**src/arx_pkg.sv**
```systemverilog
//==============================================================================
// Contract
// (RULE_01) sample sixteen per bit, eight in double speed
// (RULE_02) idle: falling edge starts detection, sample one
// (RULE_03) start vote on samples 8-10 or 4-6
// (RULE_04) start mostly high: reject, hunt next edge
// (RULE_05) accepted start realigns bit phase every frame
// (RULE_06) sequencer: sixteen or eight states per bit
// (RULE_07) data and parity bits: centre majority vote
// (RULE_08) recover through first stop, ignore others
// (RULE_09) first stop voted zero sets frame error
// (RULE_10) next start edge right after stop vote
// (RULE_11) select bit one means double speed reception
// (RULE_12) five to ten data plus parity bits
// (RULE_13) remote transmitter keeps half the rate tolerance
// (RULE_14) frame error stored with its frame
// (RULE_15) two-flop synchroniser, high line means idle
//==============================================================================
package arx_pkg;

  //============================================================================
  // sequencer figures
  localparam logic [4:0] ARX_SPB_NORMAL        = 5'h10; // samples per bit, normal
  localparam logic [4:0] ARX_SPB_DOUBLE        = 5'h08; // samples per bit, double speed
  localparam logic [4:0] ARX_VOTE_FIRST_NORMAL = 5'h08; // first centre sample, normal
  localparam logic [4:0] ARX_VOTE_FIRST_DOUBLE = 5'h04; // first centre sample, double
  localparam logic [4:0] ARX_VOTE_SPAN         = 5'h02; // last vote = first + span
  localparam logic [4:0] ARX_SAMPLE_FIRST      = 5'h01; // number of the first low sample

  //============================================================================
  // frame size and reset values
  localparam logic [3:0] ARX_BITS_MIN   = 4'h5;  // data plus parity, least
  localparam logic [3:0] ARX_BITS_MAX   = 4'ha;  // data plus parity, most
  localparam logic       ARX_LINE_IDLE  = 1'b1;  // idle line level
  localparam int         ARX_DATA_W     = 10;    // widest character plus parity
  localparam int         ARX_BUF_DEPTH  = 2;     // receive buffer entries

  //============================================================================
  // receiver states, gray along idle-start-data-stop
  typedef enum logic [1:0] {
    ARX_IDLE  = 2'b00,
    ARX_START = 2'b01,
    ARX_DATA  = 2'b11,
    ARX_STOP  = 2'b10
  } arx_state_e;

  //============================================================================
  // two-of-three vote
  function automatic logic arx_majority(input logic [2:0] s);
    arx_majority = (s[0] & s[1]) | (s[0] & s[2]) | (s[1] & s[2]);
  endfunction : arx_majority

  // samples per bit for the mode
  function automatic logic [4:0] arx_spb(input logic dbl);
    arx_spb = dbl ? ARX_SPB_DOUBLE : ARX_SPB_NORMAL;
  endfunction : arx_spb

  // first centre sample for the mode
  function automatic logic [4:0] arx_vote_first(input logic dbl);
    arx_vote_first = dbl ? ARX_VOTE_FIRST_DOUBLE : ARX_VOTE_FIRST_NORMAL;
  endfunction : arx_vote_first

endpackage : arx_pkg

```
**src/arx_rx_fifo.sv**
```systemverilog
`timescale 1ns/10ps
module arx_rx_fifo #(
  parameter int WIDTH = 11,
  parameter int DEPTH = 2
) (
  input  wire logic             clock_i,
  input  wire logic             srst_i,
  input  wire logic             in_valid_i,
  output logic                  in_ready_o,
  input  wire logic [WIDTH-1:0] in_data_i,
  output logic                  out_valid_o,
  input  wire logic             out_ready_i,
  output logic      [WIDTH-1:0] out_data_o
);

  localparam int AW = (DEPTH > 1) ? $clog2(DEPTH) : 1;
  localparam int CW = $clog2(DEPTH + 1);
  localparam logic [AW-1:0] PTR_LAST = AW'(DEPTH - 1);
  localparam logic [CW-1:0] CNT_FULL = CW'(DEPTH);

  logic [WIDTH-1:0] mem_q [DEPTH];
  logic [AW-1:0]    wr_ptr_q;
  logic [AW-1:0]    rd_ptr_q;
  logic [CW-1:0]    count_q;
  logic             push_w;
  logic             pop_w;

  //============================================================================
  // handshakes
  assign in_ready_o  = (count_q != CNT_FULL);
  assign out_valid_o = (count_q != '0);
  assign push_w      = in_valid_i && in_ready_o;
  assign pop_w       = out_valid_o && out_ready_i;
  assign out_data_o  = mem_q[rd_ptr_q];

  //============================================================================
  // storage, frame and its error flag travel as one word
  always_ff @(posedge clock_i) begin
    if (push_w) begin
      mem_q[wr_ptr_q] <= in_data_i; // [RULE_14]
    end
  end

  // pointers and fill count
  always_ff @(posedge clock_i) begin
    if (srst_i) begin
      wr_ptr_q <= '0;
      rd_ptr_q <= '0;
      count_q  <= '0;
    end else begin
      if (push_w) begin
        wr_ptr_q <= (wr_ptr_q == PTR_LAST) ? '0 : wr_ptr_q + 1'b1;
      end
      if (pop_w) begin
        rd_ptr_q <= (rd_ptr_q == PTR_LAST) ? '0 : rd_ptr_q + 1'b1;
      end
      if (push_w && !pop_w) begin
        count_q <= count_q + 1'b1;
      end else if (pop_w && !push_w) begin
        count_q <= count_q - 1'b1;
      end
    end
  end
endmodule : arx_rx_fifo

```
**src/arx_rx_recovery.sv**
```systemverilog
`timescale 1ns/10ps
module arx_rx_recovery (
  input  wire logic       clock_i,
  input  wire logic       srst_i,
  input  wire logic       sample_tick_i,
  input  wire logic       double_speed_select_i,
  input  wire logic [3:0] frame_bits_i,
  input  wire logic       rx_serial_i,
  output logic [9:0]      rx_data_o,
  output logic            frame_error_flag_o,
  output logic            rx_valid_o,
  input  wire logic       rx_ready_i,
  output logic            overrun_o,
  output logic            busy_o
);

  localparam int FW = arx_pkg::ARX_DATA_W + 1;

  arx_pkg::arx_state_e state_q;
  logic             sync1_q;
  logic             sync2_q;
  logic             prev_q;
  logic             mode_q;
  logic [3:0]       bits_q;
  logic [4:0]       sample_q;
  logic [3:0]       bit_cnt_q;
  logic [1:0]       votes_q;
  logic [9:0]       shift_q;
  logic             overrun_q;
  logic             line_w;
  logic [4:0]       lim_w;
  logic [4:0]       first_w;
  logic [4:0]       last_w;
  logic             bit_w;
  logic             edge_w;
  logic             decide_w;
  logic             wrap_w;
  logic [4:0]       sample_num_w;
  logic             push_w;
  logic             buf_ready_w;
  logic [9:0]       push_data_w;
  logic [3:0]       clamp_bits_w;
  logic [FW-1:0]    head_w;

  //============================================================================
  // line synchroniser, resets to idle level
  always_ff @(posedge clock_i) begin
    if (srst_i) begin
      sync1_q <= arx_pkg::ARX_LINE_IDLE;
      sync2_q <= arx_pkg::ARX_LINE_IDLE;
    end else begin
      sync1_q <= rx_serial_i; // [RULE_15]
      sync2_q <= sync1_q;     // [RULE_15]
    end
  end

  //============================================================================
  // sequencer decode for the latched mode
  assign line_w   = sync2_q;
  assign lim_w    = arx_pkg::arx_spb(mode_q);        // [RULE_01] [RULE_06] [RULE_11]
  assign first_w  = arx_pkg::arx_vote_first(mode_q); // [RULE_03]
  assign last_w   = 5'(first_w + arx_pkg::ARX_VOTE_SPAN);
  assign bit_w    = arx_pkg::arx_majority({votes_q, line_w}); // [RULE_07]
  assign edge_w   = sample_tick_i && (state_q == arx_pkg::ARX_IDLE)
                    && prev_q && !line_w;                     // [RULE_02] [RULE_15]
  assign wrap_w   = sample_tick_i && (sample_q == lim_w);
  // number of the sample taken on this tick; sample_q still names the one before,
  // so deciding on sample_q alone would vote one sample late
  assign sample_num_w = (sample_q == lim_w) ? arx_pkg::ARX_SAMPLE_FIRST
                                            : 5'(sample_q + 1'b1); // [RULE_06]
  assign decide_w = sample_tick_i && (state_q != arx_pkg::ARX_IDLE)
                    && (sample_num_w == last_w); // [RULE_03] [RULE_07]
  assign push_w   = (state_q == arx_pkg::ARX_STOP) && decide_w; // [RULE_08]

  // frame size held inside the supported span
  always_comb begin
    if (frame_bits_i < arx_pkg::ARX_BITS_MIN) begin
      clamp_bits_w = arx_pkg::ARX_BITS_MIN; // [RULE_12]
    end else if (frame_bits_i > arx_pkg::ARX_BITS_MAX) begin
      clamp_bits_w = arx_pkg::ARX_BITS_MAX; // [RULE_12]
    end else begin
      clamp_bits_w = frame_bits_i;
    end
  end

  //============================================================================
  // previous line sample, taken on every tick for edge search
  always_ff @(posedge clock_i) begin
    if (srst_i) begin
      prev_q <= arx_pkg::ARX_LINE_IDLE;
    end else if (sample_tick_i) begin
      prev_q <= line_w;
    end
  end

  // mode and size latched at each start edge
  always_ff @(posedge clock_i) begin
    if (srst_i) begin
      mode_q <= 1'b0;
      bits_q <= arx_pkg::ARX_BITS_MAX;
    end else if (edge_w) begin
      mode_q <= double_speed_select_i; // [RULE_11]
      bits_q <= clamp_bits_w;          // [RULE_12]
    end
  end

  //============================================================================
  // receiver state
  always_ff @(posedge clock_i) begin
    if (srst_i) begin
      state_q <= arx_pkg::ARX_IDLE;
    end else begin
      case (state_q)
        arx_pkg::ARX_IDLE: begin
          if (edge_w) begin
            state_q <= arx_pkg::ARX_START; // [RULE_02]
          end
        end
        arx_pkg::ARX_START: begin
          if (decide_w && bit_w) begin
            state_q <= arx_pkg::ARX_IDLE;  // [RULE_04]
          end else if (wrap_w) begin
            state_q <= arx_pkg::ARX_DATA;  // [RULE_05]
          end
        end
        arx_pkg::ARX_DATA: begin
          if (wrap_w && bit_cnt_q == bits_q) begin
            state_q <= arx_pkg::ARX_STOP;  // [RULE_08]
          end
        end
        arx_pkg::ARX_STOP: begin
          if (decide_w) begin
            state_q <= arx_pkg::ARX_IDLE;  // [RULE_08] [RULE_10]
          end
        end
        default: begin
          state_q <= arx_pkg::ARX_IDLE;
        end
      endcase
    end
  end

  //============================================================================
  // sample number within the bit, restarted by each start edge
  always_ff @(posedge clock_i) begin
    if (srst_i) begin
      sample_q <= '0;
    end else if (edge_w) begin
      sample_q <= arx_pkg::ARX_SAMPLE_FIRST; // [RULE_02] [RULE_05]
    end else if (sample_tick_i && state_q != arx_pkg::ARX_IDLE) begin
      sample_q <= sample_num_w; // [RULE_06]
    end
  end

  // first two centre samples kept for the vote
  always_ff @(posedge clock_i) begin
    if (srst_i) begin
      votes_q <= '0;
    end else if (sample_tick_i && sample_num_w >= first_w && sample_num_w < last_w) begin
      votes_q <= {votes_q[0], line_w}; // [RULE_03] [RULE_07]
    end
  end

  // bit count and shift register, lsb first
  always_ff @(posedge clock_i) begin
    if (srst_i) begin
      bit_cnt_q <= '0;
      shift_q   <= '0;
    end else if (edge_w) begin
      bit_cnt_q <= '0;
    end else if (state_q == arx_pkg::ARX_DATA && decide_w) begin
      bit_cnt_q <= bit_cnt_q + 1'b1;
      shift_q   <= {bit_w, shift_q[9:1]}; // [RULE_07]
    end
  end

  //============================================================================
  // frame into the buffer, stop vote gives the error flag
  assign push_data_w = shift_q >> (arx_pkg::ARX_BITS_MAX - bits_q);

  arx_rx_fifo #(
    .WIDTH (FW),
    .DEPTH (arx_pkg::ARX_BUF_DEPTH)
  ) u_fifo (
    .clock_i     (clock_i),
    .srst_i      (srst_i),
    .in_valid_i  (push_w),
    .in_ready_o  (buf_ready_w),
    .in_data_i   ({!bit_w, push_data_w}), // [RULE_09] [RULE_14]
    .out_valid_o (rx_valid_o),
    .out_ready_i (rx_ready_i),
    .out_data_o  (head_w)
  );

  assign rx_data_o          = head_w[9:0];
  assign frame_error_flag_o = head_w[FW-1]; // [RULE_14]
  assign busy_o             = (state_q != arx_pkg::ARX_IDLE);
  assign overrun_o          = overrun_q;

  // lost frame when both entries are held
  always_ff @(posedge clock_i) begin
    if (srst_i) begin
      overrun_q <= 1'b0;
    end else begin
      overrun_q <= push_w && !buf_ready_w;
    end
  end
endmodule : arx_rx_recovery

```
**config.mk**
```make
export PLATFORM = sky130hd
export DESIGN_NAME = arx_rx_recovery
export DESIGN_NICKNAME = d
export VERILOG_FILES = /design/src/arx_pkg.sv /design/src/arx_rx_fifo.sv /design/src/arx_rx_recovery.sv
export SDC_FILE = /design/constraint.sdc
export NUM_CORES = 1
export LEC_CHECK = 0
export BUFFER_PORTS_ARGS = -buffer_cell sky130_fd_sc_hd__clkbuf_2
export CELL_PAD_IN_SITES_DETAIL_PLACEMENT = 1
export CELL_PAD_IN_SITES_GLOBAL_PLACEMENT = 2
export CORE_UTILIZATION = 42
export DETAILED_ROUTE_END_ITERATION = 8
export GPL_TIMING_DRIVEN = 1
export HOLD_SLACK_MARGIN = 0.03
export PLACE_DENSITY = 0.92
export SYNTH_ARGS = -nofsm -noshare
export SYNTH_HDL_FRONTEND = slang
export SYNTH_SLANG_ARGS = --single-unit
export TNS_END_PERCENT = 30
```
**constraint.sdc**
```tcl
create_clock -name clock_i -period 10.29 [get_ports clock_i]
set_clock_uncertainty 0.1 [all_clocks]
set_input_delay 1.029 -clock clock_i [delete_from_list [all_inputs] [get_ports clock_i]]
set_output_delay 1.029 -clock clock_i [all_outputs]
set_load 0.005 [all_outputs]
```
# Yosys cells after proc, flatten, opt, wreduce, memory -nomap -nowiden

Memory sizes are Yosys's and may differ from the RTL's. A register that Yosys moved wholly into a read port is not among the register bits.
Index checks and enable logic that the tools add are counted.

Word-level logic and storage cells: 97
Memory bits (writable): 22
Memories: 1
Output and inout bits: 14
Register bits after elaboration: 36
Input port bits: 10

Memory list:

| name         | depth | width | read ports | clocked after memory_dff | write ports | RTL line          | RTL |
|---|---|---|---|---|---|---|---|
| u_fifo.mem_q | 2     | 11    | 1          | 1                        | 1           | arx_rx_fifo.sv:21 | `logic [WIDTH-1:0] mem_q [DEPTH];` |

Shift-type cells: 1
Equality and inequality tests: 11
Multiplexer cells: 21
Reductions and logical operators: 30
$add $sub $neg: 8
Bitwise operators: 6
Order comparisons: 4

Operators by type and width:

| cell                                                                  | count |
|---|---|
| 1-bit logical AND                                                     | 17 |
| 2-bit two-way mux                                                     | 7 |
| 4-bit two-way mux                                                     | 3 |
| 5-bit == test                                                         | 2 |
| 5-bit two-way mux                                                     | 2 |
| 10-bit by 4-bit right shift with 10-bit output                        | 1 |
| 1-bit two-way mux                                                     | 8 |
| 2-bit != test (second input constant)                                 | 4 |
| 2-bit case mux with 4 select lines                                    | 1 |
| 2-bit nonzero test                                                    | 4 |
| 4-bit by 2-bit adder with 5-bit output (second input constant)        | 1 |
| 5-bit by 1-bit adder with 5-bit output (second input constant)        | 1 |
| 5-bit by 4-bit greater-or-equal comparator with 1-bit output          | 1 |
| 1-bit zero test                                                       | 5 |
| 5-bit < comparator                                                    | 1 |
| 4-bit by 1-bit adder with 4-bit output (second input constant)        | 1 |
| 2-bit == test (second input constant)                                 | 2 |
| 4-bit == test                                                         | 1 |
| 4-bit greater-than comparator (second input constant)                 | 1 |
| 4-bit by 3-bit < comparator with 1-bit output (second input constant) | 1 |
| 4-bit AND reduction                                                   | 1 |
| 4-bit subtractor (first input constant)                               | 1 |
| 1-bit bitwise AND                                                     | 3 |
| 3-bit != test (second input constant)                                 | 1 |
| 9 further kinds                                                       | 11 |

# Depth between registers and ports, before layout

Depth in word-level cells: 11
Mapped depth: 14
Depth with buffers taken out: 14

# Modules after synthesis

A second synthesis with hierarchy kept.

Cell total of the unflattened synthesis: 292
Area, all modules: 2981.6 um2

By module, submodules not included:

| module          | instances | cells an instance | area an instance (um2) | sequential area each (um2) |
|---|---|---|---|---|
| arx_rx_recovery | 1         | 234               | 1969.4                 | 640.6 |
| arx_rx_fifo     | 1         | 58                | 1012.2                 | 760.7 |

# Worst setup path before layout

No wires, ideal clock.

Path kind: flip-flop to flip-flop
From: reg sample_q[3]
To: mem u_fifo.mem_q[0][0], enable pin
Setup time: 0.339 ns
Path buffers: 0
Arrival time: 3.246 ns
Path slack: 6.605 ns
Period minus slack after synthesis: 3.685 ns
Required time: 9.851 ns
Stages on the path, launching flop included: 10
Cells stage by stage: dfxtp_1 > or3b_2 > a21boi_1 > nor2_1 > ha_1 > nand2_1 > or3_1 > a2111o_1 > or3_2 > inv_1

Longest elaborated chain between the ends: 8
Elaborated cells between the ends (all ways): 9
Classes of those cells: add/sub (1); eq/ne (2); mux (3); reduce/logical (3)

RTL lines:

| element                                 | RTL line               | RTL |
|---|---|---|
| start, declared                         | arx_rx_recovery.sv:25  | `logic [4:0] sample_q;` |
| start signal, assigned                  | arx_rx_recovery.sv:149 | `sample_q <= arx_pkg::ARX_SAMPLE_FIRST;` |
| start signal, assigned                  | arx_rx_recovery.sv:151 | `sample_q <= sample_num_w;` |
| 5-bit == test                           | arx_rx_recovery.sv:69  | `assign sample_num_w = (sample_q == lim_w) ? arx_pkg::ARX_SAMPLE_FIRST` |
| 5-bit two-way mux                       | arx_rx_recovery.sv:69  |  |
| net sample_num_w[2]                     | arx_rx_recovery.sv:38  | `logic [4:0] sample_num_w;` |
| 5-bit == test                           | arx_rx_recovery.sv:72  | `&& (sample_num_w == last_w);` |
| 1-bit logical AND                       | arx_rx_recovery.sv:72  |  |
| 1-bit logical AND                       | arx_rx_recovery.sv:73  | `assign push_w = (state_q == arx_pkg::ARX_STOP) && decide_w;` |
| 1-bit logical AND                       | arx_rx_fifo.sv:32      | `assign push_w = in_valid_i && in_ready_o;` |
| 1-bit two-way mux                       | arx_rx_fifo.sv:39      | `if (push_w) begin` |
| 1-bit two-way mux (not written as such) | arx_rx_fifo.sv:40      | `mem_q[wr_ptr_q] <= in_data_i;` |
| end, declared                           | arx_rx_fifo.sv:21      |  |

The timed path passes the listed nets, and every way through them passes these cells.

# Worst setup path in the final report

From: reg sample_q[4]
To: mem u_fifo.mem_q[0][5], enable pin

The elaborated chain is that of the path after synthesis.

==> flow_summary.yaml <==
global_routing:
  grt_max_degree: 31
  grt_pass1_vias: 2141
  antenna_found_initial: 0
  grt_overflow: 0
  use_met2_pct: 29.0
  grt_use_met1_pct: 22.2
  busiest_layer: "met2"
  met3_usage_pct: 5.58
  globalRouteTotalUtil_pct: 17.9
  grt_pass1_wl_um: 10000
finish:
  nFillCells: 775
  ff_latch_area_sq_um: 1400
  area_growth_pct: 12.3
  final_nets: 325
  insertedDiodeCount: 0
  multi_input_area_sq_um: 1440
  design_area_sq_um: 3300
  final_cell_mix: "nor2_1 (37), dfxtp_1 (37), clkbuf_2 (23)"
  fin_util_pct: 48.8
  drive_gt1_share_pct: 22.8
power_and_ir_drop:
  p_leak_nw: 1.22
  p_per_area_nw_per_um2: 142
  power.share.clock_pct: 43.8
  comb_power_share_pct: 4.0
  power.switching_mw: 0.108
  power_mw: 0.468
  switching_share_pct: 23.1
  pwr-share-seq_pct: 52.2
  p_int_mw: 0.360
  irDropWorstVdd_v: 0.0000745
critical_path:
  crit_chain: "or3b_2 -> a21boi_1 -> nor2_1 -> ha_1 -> nand2_1 -> or3_1 -> a2111o_1 -> or3_2 -> inv_1"
  required_ps: 10180
  start_kind: "flip-flop"
  path_delay_family: "simple AND/OR/NAND/NOR gates"
  crit_fanout: 11
  endpoint_kind: "flip-flop"
  crit_slowest_cell: "a21boi_1"
  slowest_delay_ps: 540
  timing.critical_path.buf_inv: 1
  crit_type: "flip-flop to flip-flop"
  crit_arrival_ps: 4020
drt:
  route.detailed.drc: 0
  ant_nets: 0
  drt-initial-drc-count: 74
  vias: 2100
  via_per_inst: 5.37
  finalWirelength_um: 5980
  wire_per_inst_um: 15.3
  dr.pass1.iters: 4
placed_design:
  place.gp.congestion: 0.797
  io_buffers: 23
  place_hpwl_um: 4210
  placed_area_sq_um: 3100
yosys:
  synthesis.yosys.warnings: 0
  synth_edf_count: 22
  synth-seq-cells: 59
  syn_area_per_cell_sq_um: 10.4
  synthFlopType: "dfxtp_1"
  syn_nets: 302
  synth_area_sq_um: 2930
  synth.distinct_cells: 50
  synthCells: 283
  seq_area_frac_synth_pct: 47.8
  async_flop_share_pct: 0
die:
  fp.dieH_um: 85.6
  io_pins: 24
  die_w_um: 85.6
  initial_utilization_pct: 43.4
  core_area_sq_um: 6760
  die_area_sq_um: 7320
  rows: 30
clock_tree:
  cts_resized: 0
  htree_levels: 3
  clkTransAtPathRegs_ps: 70
  cts_tree: "yes"
  cts_buffer_depth: 2
  holdBufCountCts: 0
  postCtsSetupBuffers: 0
  clock_sinks: 59
  cts_buffers: 9
  root_buffer: "clkbuf_8"
  clk_latency_ps: 340
run:
  maxCapViolCount: 0
sta:
  tns_ps: 0
  finalHoldViolCount: 0
  rsz0062_at_grt: "no"
  fmax_mhz: 242
  max_slew_margin_pct: 50.2
  final.period_utilization_pct: 40.1
  layout_min_cycle_time_ps: 4130
  finalSetupViolCount: 0
  tightestPinTransition_ps: 746
  drv_slew: 0
hold_path:
  min_path_type: "flip-flop to flip-flop"
status:
  status: "complete, no violations"
## final cells by class
type                            instances  area share (%)
Multi-Input combinational cell        202            43.7
Clock inverter                          7            2.09
Clock buffer                            9            3.76
Sequential cell                        59            42.5
Tap cell                               80            3.04
Timing Repair Buffer                   24            3.72
Inverter                               10            1.14
## cells in the mapped netlist (all sizes together), types with 2 or more instances
master / n / area share (%)
xnor2: 7 / 2.1
nor2: 37 / 4.7
o21ai: 10 / 1.8
or4: 2 / 0.64
a31oi: 2 / 0.43
nor3: 2 / 0.34
nand2b: 6 / 1.3
edfxtp: 22 / 23
mux2i: 22 / 7.5
xor2: 6 / 1.8
nor2b: 4 / 0.85
inv: 10 / 1.3
nand3b: 2 / 0.51
buf: 4 / 0.81
or3: 3 / 0.68
mux4: 2 / 1.5
or2: 6 / 1.3
mux2: 13 / 5.0
clkbuf: 8 / 1.0
nand2: 16 / 2.0
nor4: 3 / 0.64
nand3: 6 / 1.0
a211oi: 7 / 1.8
a21o: 2 / 0.55
ha: 9 / 3.8
a21oi: 18 / 3.2
dfxtp: 37 / 25
and2: 2 / 0.43
## layer usage
layer / up-vias / share of wire, %
met2: 35 / 47
met3: 10 / 3.2
met4: 0 / 1.5
li1: 1052 / -
met1: 1003 / 48
met5: - / 0
## stage by stage
step | setup slack (ps) | std cells | hold WS, ps
after floorplan | 6610 | 283 | 289
after global placement | 6320 | 375 | 296
after detailed placement | 6180 | 375 | 295
after CTS | 6140 | 391 | 314
after global routing | 5910 | 391 | 327
final | 6160 | 391 | 312
## final timing paths
path | startpoint | end | slack [ps] | cells after the start
max | sample_q[4]$_SDFFE_PP0P_ | u_fifo.mem_q[0][5]$_DFFE_PP_ | 6160 | 9
max reg2reg | sample_q[4]$_SDFFE_PP0P_ | u_fifo.mem_q[0][5]$_DFFE_PP_ | 6160 | 9
min | sync1_q$_SDFF_PP1_ | line_w$_SDFF_PP1_ | 310 | 1
min reg2reg | sync1_q$_SDFF_PP1_ | line_w$_SDFF_PP1_ | 310 | 1
## power by group through the flow
stage	Clock (mW)	Sequential [mW]	Combinational [mW]
4_1_cts	0.212	0.244	0.0189
5_1_grt	0.222	0.245	0.0208
3_3_place_gp	0	0.250	0.0184
6_report	0.205	0.244	0.0186
2_1_floorplan	0	0.248	0.0145
3_5_place_dp	0	0.250	0.0188
## state kept, by name, indices dropped and copies added (netlist names), named ones only
signal,cells
sync1_q,1
mode_q,1
overrun_o,1
votes_q,2
u_fifo.wr_ptr_q,1
prev_q,1
u_fifo.rd_ptr_q,1
shift_q,10
line_w,1
state_q,2
u_fifo.mem_q,22
sample_q,5
u_fifo.count_q,2
bits_q,4
bit_cnt_q,4
## cells by family after synthesis
group / synth area share, %
compound gates: 10.8
xor+xnor: 3.88
fa+ha+maj: 4.18
buf+inv: 3.11
flops: 47.8
mux: 14.0
simple gates: 16.2
No activity file was read; power rests on OpenSTA's default activity.
